**config.mk**
```make
export PLATFORM = sky130hd
export DESIGN_NAME = timer_counter
export DESIGN_NICKNAME = d
export VERILOG_FILES = /design/src/core/timer_pkg.sv /design/src/core/sync2.sv /design/src/core/prescaler.sv /design/src/core/timer_counter.sv
export VERILOG_INCLUDE_DIRS = /design/src /design/src/core
export SDC_FILE = /design/constraint.sdc
export NUM_CORES = 1
export LEC_CHECK = 0
export BUFFER_PORTS_ARGS = -buffer_cell sky130_fd_sc_hd__buf_4
export CORE_MARGIN = 2
export CORE_UTILIZATION = 35
export CTS_CLUSTER_SIZE = 14
export DETAILED_ROUTE_END_ITERATION = 10
export GPL_ROUTABILITY_DRIVEN = 0
export HOLD_SLACK_MARGIN = 0.05
export SLEW_MARGIN = 20
export SYNTH_ARGS = -nofsm -noshare
export SYNTH_HDL_FRONTEND = slang
export SYNTH_HIERARCHICAL = 1
export SYNTH_SLANG_ARGS = --single-unit
```
**constraint.sdc**
```tcl
create_clock -name mclk -period 2 [get_ports mclk]
set_clock_uncertainty 0.05 [all_clocks]
set_input_delay 0.2 -clock mclk [delete_from_list [all_inputs] [get_ports mclk]]
set_output_delay 0.2 -clock mclk [all_outputs]
set_load 0.005 [all_outputs]
```
**src/core/timer_regs.svh**
```systemverilog
/*
 * Register offsets, field positions, reset values and timing counts of the
 * sixteen-bit timer/counter.
 * Assumes a byte-wide register port addressed by the offsets below.
 */
`ifndef TIMER_REGS_SVH
`define TIMER_REGS_SVH

`define ADDR_FLAG        8'h0c
`define ADDR_IRQ_ENABLE  8'h0d
`define ADDR_COUNT_LOW   8'h0e
`define ADDR_COUNT_HIGH  8'h0f
`define ADDR_CONTROL     8'h10

`define CTL_RUN          0
`define CTL_CLK_SEL      1
`define CTL_SYNC_BYPASS  2
`define CTL_OSC_EN       3
`define CTL_PS_LO        4
`define CTL_PS_HI        5
`define CTL_WIDTH        6

`define CONTROL_RESET    6'h00
`define COUNT_RESET      16'h0000
`define COUNT_MAX        16'hffff
`define INSTR_DIV        4
`define INSTR_LAST       2'h3

`endif

```
**src/core/timer_pkg.sv**
```systemverilog
/*
 * Types shared by the timer/counter modules.
 * Assumes timer_regs.svh for the numeric constants.
 */
package timer_pkg;
    typedef enum logic [1:0] {
        ARM_IDLE      = 2'b00,
        ARM_WAIT_FALL = 2'b01,
        ARM_COUNT     = 2'b11
    } arm_state_e;

    typedef logic [1:0] prescale_code_t;
endpackage

```
**src/core/sync2.sv**
```systemverilog
/*
 * Two-flop synchroniser for levels entering the mclk domain.
 * Assumes the input changes no faster than mclk can sample it.
 */
`timescale 1ns/10ps
module sync2 #(
    parameter int WIDTH = 1
) (
    input  wire logic             mclk,
    input  wire logic             rst_n,
    input  wire logic [WIDTH-1:0] d,
    output logic      [WIDTH-1:0] q
);
    logic [WIDTH-1:0] stage1;

    always_ff @(posedge mclk or negedge rst_n) begin
        if (!rst_n) begin
            stage1 <= '0;
            q      <= '0;
        end else begin
            stage1 <= d;
            q      <= stage1;
        end
    end
endmodule // sync2

```
**src/core/prescaler.sv**
```systemverilog
/*
 * Edge prescaler: passes every 1st, 2nd, 4th or 8th input pulse.
 * Assumes edge_in is a one-cycle pulse in the mclk domain.
 */
`timescale 1ns/10ps
module prescaler #(
    parameter int WIDTH = 3
) (
    input  wire logic                      mclk,
    input  wire logic                      rst_sync_n,
    input  wire logic                      clear,
    input  wire logic                      edge_in,
    input  wire timer_pkg::prescale_code_t code,
    output logic                           tick
);
    import timer_pkg::*;

    logic [WIDTH-1:0] cnt;
    logic [WIDTH-1:0] next_cnt;

    function automatic logic [WIDTH-1:0] last_of(input prescale_code_t c);
        case (c)
            2'b11:   last_of = WIDTH'(7);
            2'b10:   last_of = WIDTH'(3);
            2'b01:   last_of = WIDTH'(1);
            default: last_of = WIDTH'(0);
        endcase
    endfunction

    always_comb begin
        tick     = edge_in && (cnt >= last_of(code));
        next_cnt = cnt;
        if (clear) begin
            next_cnt = '0;
        end else if (tick) begin
            next_cnt = '0;
        end else if (edge_in) begin
            next_cnt = cnt + WIDTH'(1);
        end
    end

    always_ff @(posedge mclk or negedge rst_sync_n) begin
        if (!rst_sync_n) begin
            cnt <= '0;
        end else begin
            cnt <= next_cnt;
        end
    end
endmodule // prescaler

```
**src/core/timer_counter.sv**
```systemverilog
/*
 * Sixteen-bit timer/counter with control, flag and enable registers on a
 * byte-wide register port, external count input and oscillator pin control.
 * Assumes one clock mclk (the oscillator), strobes one cycle wide and
 * compare_reset driven by logic on mclk.
 */
`timescale 1ns/10ps
`include "timer_regs.svh"
module timer_counter #(
    parameter int PS_WIDTH = 3
) (
    input  wire logic       mclk,
    input  wire logic       rst_n,
    input  wire logic [7:0] addr,
    input  wire logic [7:0] wdata,
    input  wire logic       wr_stb,
    input  wire logic       rd_stb,
    output logic      [7:0] rdata,
    input  wire logic       compare_reset,
    input  wire logic [1:0] pin_in,
    input  wire logic [1:0] port_direction_bits,
    input  wire logic [1:0] port_out_data,
    output logic      [1:0] pin_out,
    output logic      [1:0] pin_oe,
    output logic      [1:0] port_read,
    output logic            overflow_irq
);
    import timer_pkg::*;

    logic                   rst_sync_n;
    logic [1:0]             pin_sync;
    logic [`CTL_WIDTH-1:0]  timer_control;
    logic [`CTL_WIDTH-1:0]  next_timer_control;
    logic [15:0]            count;
    logic [15:0]            next_count;
    logic                   overflow_flag;
    logic                   next_overflow_flag;
    logic                   overflow_irq_enable;
    logic                   next_overflow_irq_enable;
    logic [1:0]             instr_div;
    logic [1:0]             next_instr_div;
    logic                   src_prev;
    logic                   post_tick;
    logic                   next_post_tick;
    arm_state_e             arm_state;
    arm_state_e             next_arm_state;
    logic [7:0]             next_rdata;
    logic [1:0]             next_pin_oe;
    logic [1:0]             next_port_read;
    logic                   next_irq;
    logic                   src;
    logic                   rise;
    logic                   fall;
    logic                   run_enable;
    logic                   counter_mode;
    logic                   sync_bypass;
    logic                   osc_en;
    logic                   instr_tick;
    logic                   ps_edge;
    logic                   ps_clear;
    logic                   ps_tick;
    logic                   inc;
    logic                   wr_low;
    logic                   wr_high;
    logic                   wrap;

    function automatic logic hit(input logic [7:0] a, input logic [7:0] reg_addr);
        hit = (a == reg_addr);
    endfunction

    sync2 #(.WIDTH(1)) u_rst_sync (
        .mclk  (mclk),
        .rst_n (rst_n),
        .d     (1'b1),
        .q     (rst_sync_n)
    );

    // external pins come from outside mclk; no logic sees the first stage
    sync2 #(.WIDTH(2)) u_pin_sync (
        .mclk  (mclk),
        .rst_n (rst_sync_n),
        .d     (pin_in),
        .q     (pin_sync)
    );

    prescaler #(.WIDTH(PS_WIDTH)) u_prescaler (
        .mclk       (mclk),
        .rst_sync_n (rst_sync_n),
        .clear      (ps_clear),
        .edge_in    (ps_edge),
        .code       (timer_control[`CTL_PS_HI:`CTL_PS_LO]),
        .tick       (ps_tick)
    );

    // decode and count path
    always_comb begin
        run_enable   = timer_control[`CTL_RUN];
        counter_mode = timer_control[`CTL_CLK_SEL];
        sync_bypass  = timer_control[`CTL_SYNC_BYPASS];
        osc_en       = timer_control[`CTL_OSC_EN];
        // crystal input pin feeds the counter while the oscillator runs
        src          = osc_en ? pin_sync[1] : pin_sync[0];
        rise         = src && !src_prev;
        fall         = !src && src_prev;
        instr_tick   = (instr_div == `INSTR_LAST);
        wr_low       = wr_stb && hit(addr, `ADDR_COUNT_LOW);
        wr_high      = wr_stb && hit(addr, `ADDR_COUNT_HIGH);
        // counter mode needs the arming fall first; timer mode is instruction cycles
        ps_edge      = run_enable && (counter_mode ?
                       (rise && arm_state == ARM_COUNT) : instr_tick);
        ps_clear     = wr_low || wr_high || !run_enable;
        // synchronised path adds one stage after the prescaler
        next_post_tick = ps_tick && counter_mode && !sync_bypass;
        if (counter_mode && !sync_bypass) begin
            inc = run_enable && post_tick;
        end else begin
            inc = run_enable && ps_tick;
        end
        wrap = inc && (count == `COUNT_MAX) && !wr_low && !wr_high && !compare_reset;
    end

    // arming state machine
    always_comb begin
        next_arm_state = arm_state;
        if (!run_enable || !counter_mode) begin
            next_arm_state = ARM_IDLE;
        end else begin
            case (arm_state)
                ARM_IDLE: begin
                    next_arm_state = fall ? ARM_COUNT : ARM_WAIT_FALL;
                end
                ARM_WAIT_FALL: begin
                    if (fall) begin
                        next_arm_state = ARM_COUNT;
                    end
                end
                ARM_COUNT: begin
                    next_arm_state = ARM_COUNT;
                end
                default: begin
                    next_arm_state = ARM_IDLE;
                end
            endcase
        end
    end

    // register and count updates
    always_comb begin
        next_timer_control       = timer_control;
        next_overflow_irq_enable = overflow_irq_enable;
        next_overflow_flag       = overflow_flag;
        next_count               = count;
        next_instr_div           = instr_div + 2'h1;
        if (wr_stb && hit(addr, `ADDR_CONTROL)) begin
            next_timer_control = wdata[`CTL_WIDTH-1:0];
        end
        if (wr_stb && hit(addr, `ADDR_IRQ_ENABLE)) begin
            next_overflow_irq_enable = wdata[0];
        end
        if (wr_stb && hit(addr, `ADDR_FLAG)) begin
            next_overflow_flag = wdata[0];
        end
        if (wrap) begin
            next_overflow_flag = 1'b1;
        end
        if (wr_low || wr_high) begin
            if (wr_low) begin
                next_count[7:0] = wdata;
            end
            if (wr_high) begin
                next_count[15:8] = wdata;
            end
        end else if (compare_reset) begin
            next_count = `COUNT_RESET;
        end else if (inc) begin
            next_count = count + 16'h0001;
        end
    end

    // read port and pin control, all registered
    always_comb begin
        next_rdata = 8'h00;
        if (rd_stb) begin
            case (addr)
                `ADDR_CONTROL:    next_rdata = {2'b00, timer_control};
                `ADDR_COUNT_LOW:  next_rdata = count[7:0];
                `ADDR_COUNT_HIGH: next_rdata = count[15:8];
                `ADDR_FLAG:       next_rdata = {7'h00, overflow_flag};
                `ADDR_IRQ_ENABLE: next_rdata = {7'h00, overflow_irq_enable};
                default:          next_rdata = 8'h00;
            endcase
        end
        // direction bit 1 means input, as for an ordinary port
        next_pin_oe    = osc_en ? 2'b00 : ~port_direction_bits;
        next_port_read = osc_en ? 2'b00 : pin_sync;
        next_irq       = overflow_flag && overflow_irq_enable;
    end

    always_ff @(posedge mclk or negedge rst_sync_n) begin
        if (!rst_sync_n) begin
            timer_control       <= `CONTROL_RESET;
            count               <= `COUNT_RESET;
            overflow_flag       <= 1'b0;
            overflow_irq_enable <= 1'b0;
            instr_div           <= 2'h0;
            src_prev            <= 1'b0;
            post_tick           <= 1'b0;
            arm_state           <= ARM_IDLE;
            rdata               <= 8'h00;
            pin_out             <= 2'h0;
            pin_oe              <= 2'h0;
            port_read           <= 2'h0;
            overflow_irq        <= 1'b0;
        end else begin
            timer_control       <= next_timer_control;
            count               <= next_count;
            overflow_flag       <= next_overflow_flag;
            overflow_irq_enable <= next_overflow_irq_enable;
            instr_div           <= next_instr_div;
            src_prev            <= src;
            post_tick           <= next_post_tick;
            arm_state           <= next_arm_state;
            rdata               <= next_rdata;
            pin_out             <= port_out_data;
            pin_oe              <= next_pin_oe;
            port_read           <= next_port_read;
            overflow_irq        <= next_irq;
        end
    end
endmodule // timer_counter

```
==> flow_summary.toml <==
[synth]
ys_warn_count = 6
syn_area_mm2 = 0.00280
synth.area.mux_share_pct = 8.17
synth-async-reset-ratio_pct = 100
seq_area_frac_synth_pct = 48.2
synth_ff_type = "dfrtp_1"
synthAdderAreaFrac_pct = 2.68
synth-seq-cells = 54
avgSynthCellArea_um2 = 10.6
synth_top_family_by_area = "simple AND/OR/NAND/NOR gates"
synth.distinct_cells = 62
synth_simple_gate_area_share_pct = 18.4
synth-edff-count = 0
synth_compound_area_share_pct = 18.3
synth-xor-area-share_pct = 0.625
syn_inst = 264
synth_fp_nets = 297

[setup_path]
end_kind = "flip-flop"
required_ns = 2.14
crit_path_start_kind = "flip-flop"
reg2regPathDepth = 11
worstPathMaxFanout = 5
worstSetupPathType = "reg -> reg"
cp.arrival_ns = 2.49

[global_route]
overflow = 0
grt_antenna_before_repair = 0
grt_pass1_vias = 2206
grt_pass1_wl_um = 11400
track_usage_pct = 16.7
grt_max_degree = 53

[timing]
hold_viol_final = 0
setup-tns-final_ns = -4.57
tightestPinTransition_ns = 0.702
slew_headroom_pct = 53.0
maxSlewViolCount = 0
grt_setup_unrepaired = "true"
period_minus_slack_ns = 2.35
setup_slack_ns = -0.350
fmax_mhz = 426
whs_ns = 0.0933
finalSetupViolCount = 17
finalCritPeriodShare_pct = 118

[clocking]
clk_pin_slew_worst_paths_ns = 0.10
clockBufferDepth = 2
htree_levels = 2
numCtsBuffers = 5
cts-root-buf = "clkbuf_8"
clk_latency_ns = 0.31
cts.sinks = 54
cts_tree = "yes"

[routing]
first_pass_iters = 5
ant_nets = 0
via_per_inst = 5.29
vias = 2360
drt_iter0_drc = 179
drt-wirelength-per-cell_um = 15.9
drt_wl_total_um = 7070
drc = 0

[placement]
place_hpwl_um = 5170
dp_cells = 428
io_buffer_count = 41

[cells_and_area]
antenna_cells = 0
layout.nets = 376
final_cells = 446
fill_cells = 734
drive_gt1_share_pct = 38.7
areaGrowthSynthToFinish_pct = 34.7
multi_input_area_mm2 = 0.00149
seq_area_mm2 = 0.00135

[worst_hold_path]
hold_path.class = "in -> reg"
holdPathStages = 3

[pwr]
power_frac_seq_pct = 52.7
pwr-share-comb_pct = 11.8
clkPwrFrac_pct = 35.5
finalPower_mw = 2.16
power_density_mw_per_mm2 = 572
max-vdd-ir-drop_mv = 0.270
p_sw_mw = 0.505
internal_power_mw = 1.65
power.leakage_nw = 1.68
switching_share_pct = 23.4

[floorplanning]
die_h_um = 93.5
start_util_pct = 36.3
dieArea_mm2 = 0.00874
core-area_mm2 = 0.00773
io_pins = 42
rows = 32
die_w_um = 93.5

[status]
status = "finished with violations"
violations = "setup timing"

[flow_run]
max_cap_viol_count = 0
==> placed cells by master (no fill, tap or decap), types with 4 or more instances in the layout <==
cell type / netlist / routed
nand4_1: 4 / 4
a21oi_1: 9 / 7
nand2_1: 25 / 20
and2_1: 6 / 6
dfrtp_1: 54 / 53
mux2_2: 11 / 11
nor2_1: 16 / 16
mux2i_1: 6 / 6
a41oi_1: 5 / 5
buf_4: 0 / 70
buf_6: 2 / 5
nand3_1: 8 / 7
ha_1: 6 / 5
dlygate4sd3_1: 0 / 7
a22oi_1: 7 / 7
o21ai_1: 0 / 10
clkbuf_8: 0 / 6
inv_1: 11 / 11
o21ai_0: 17 / 5
nor2b_1: 9 / 9
==> logic make-up (layout without fill, tap and decap cells) <==
kind of cell	Yosys count	after routing
simple gates	93	93
compound gates	68	68
flops	54	54
buf+inv	21	101
mux	19	19
fa+ha+maj	6	6
xor+xnor	2	2
other cells	1	1
==> cells in the mapped netlist, types with 2 or more instances <==
library cell  number  area (um^2)
a221oi_2           2         30.0
a31oi_1            2         12.5
and4_1             2         17.5
nand4_1            4         25.0
and3_1             3         18.8
nor3_1             2         10.0
mux2_2            11          124
and2_1             6         37.5
nand3_1            8         40.0
a22oi_1            7         52.6
nand2_1           25         93.8
mux2i_1            6         60.1
a41oi_1            5         43.8
nor2_1            16         60.1
nand3b_1           2         15.0
clkbuf_1           4         15.0
dfrtp_1           54         1350
a21oi_1            9         45.0
nor2_4             2         22.5
inv_1             11         41.3
nand4b_1           3         26.3
o211ai_1           3         22.5
o21ai_0           17         85.1
buf_2              3         15.0
ha_1               6         75.1
o311ai_0           4         35.0
buf_6              2         22.5
o22ai_1            3         18.8
nor2b_1            9         56.3
==> through the flow <==
stage | cell area, um^2 | util, % | worst slack [ns]
floorplan | 2840 | - | -0.280
global placement | 3440 | 44.6 | -0.251
detailed placement | 3440 | 44.6 | -0.322
CTS | 3680 | 47.7 | -0.313
global route | 3780 | 48.9 | -0.445
finish | 3780 | 48.9 | -0.350
==> what timing repair did <==
action	4_1_cts	5_1_grt
gates cloned	0	0
hold buffers	7	0
endpoints found under the hold margin	8	0
buffers inserted	2	1
pin swaps	8	10
gates resized for setup	11	18
endpoints found under the setup margin	17	17
==> worst paths after layout <==
kind,startpoint,end,slack (ns)
setup / recovery,timer_control[4],count[10],-0.35
hold / removal,wdata[5],count[5],0.09
setup reg to reg,timer_control[4],count[10],-0.35
hold reg to reg,u_pin_sync/stage1[0],u_pin_sync/q[0],0.31
max in group asynchronous,u_rst_sync/q,timer_control[2],1.13
min in group asynchronous,rst_n,u_rst_sync/q,0.14
==> layer usage <==
layer,global-route usage [%],share of wire [%],vias up,routed length (um)
met5,0,0,-,0
met4,5.15,1.6,0,115
met3,3.06,5.8,8,413
met2,25.0,46,76,3280
met1,24.4,46,1157,3260
li1,-,-,1119,-
==> critical path: stages (launching register included) <==
cell      delay [ns]
dfrtp_1         0.40
or2_4           0.26
ha_4            0.27
nor2b_4         0.04
o21ai_2         0.12
and2_4          0.17
nand2_4         0.05
mux2i_4         0.25
buf_4           0.19
a41oi_1         0.11
o21ai_1         0.19
o311ai_2        0.12
==> flip-flops by register name, summed over array words and instances, names as in the netlist <==
| signal | cells |
|---|---|
| u_prescaler/cnt | 3 |
| post_tick | 1 |
| count | 16 |
| instr_div | 2 |
| overflow_irq_enable | 1 |
| timer_control | 6 |
| u_pin_sync/q | 2 |
| u_rst_sync/stage1 | 1 |
| u_pin_sync/stage1 | 2 |
| port_read | 2 |
| u_rst_sync/q | 1 |
| pin_oe | 2 |
| rdata | 8 |
| src_prev | 1 |
| pin_out | 2 |
| arm_state | 2 |
| overflow_flag | 1 |
| overflow_irq | 1 |
==> power groups by stage <==
stage | Sequential [mW] | Clock (mW) | Combinational, mW
6_report | 1.14 | 0.766 | 0.254
3_5_place_dp | 1.16 | 0 | 0.229
3_3_place_gp | 1.16 | 0 | 0.227
4_1_cts | 1.14 | 0.796 | 0.247
5_1_grt | 1.14 | 0.840 | 0.277
2_1_floorplan | 1.17 | 0 | 0.0962
==> area by class of cell <==
type                       count  share of cell area (%)
timing repair buffer          82                    17.3
clock buffer                   7                    2.29
sequential                    54                    35.8
inverter                      11                    1.09
multi-input combinational    189                    39.4
clock inverter                 1                   0.795
tap                          102                    3.38
Power figures use the tool's default switching activity.
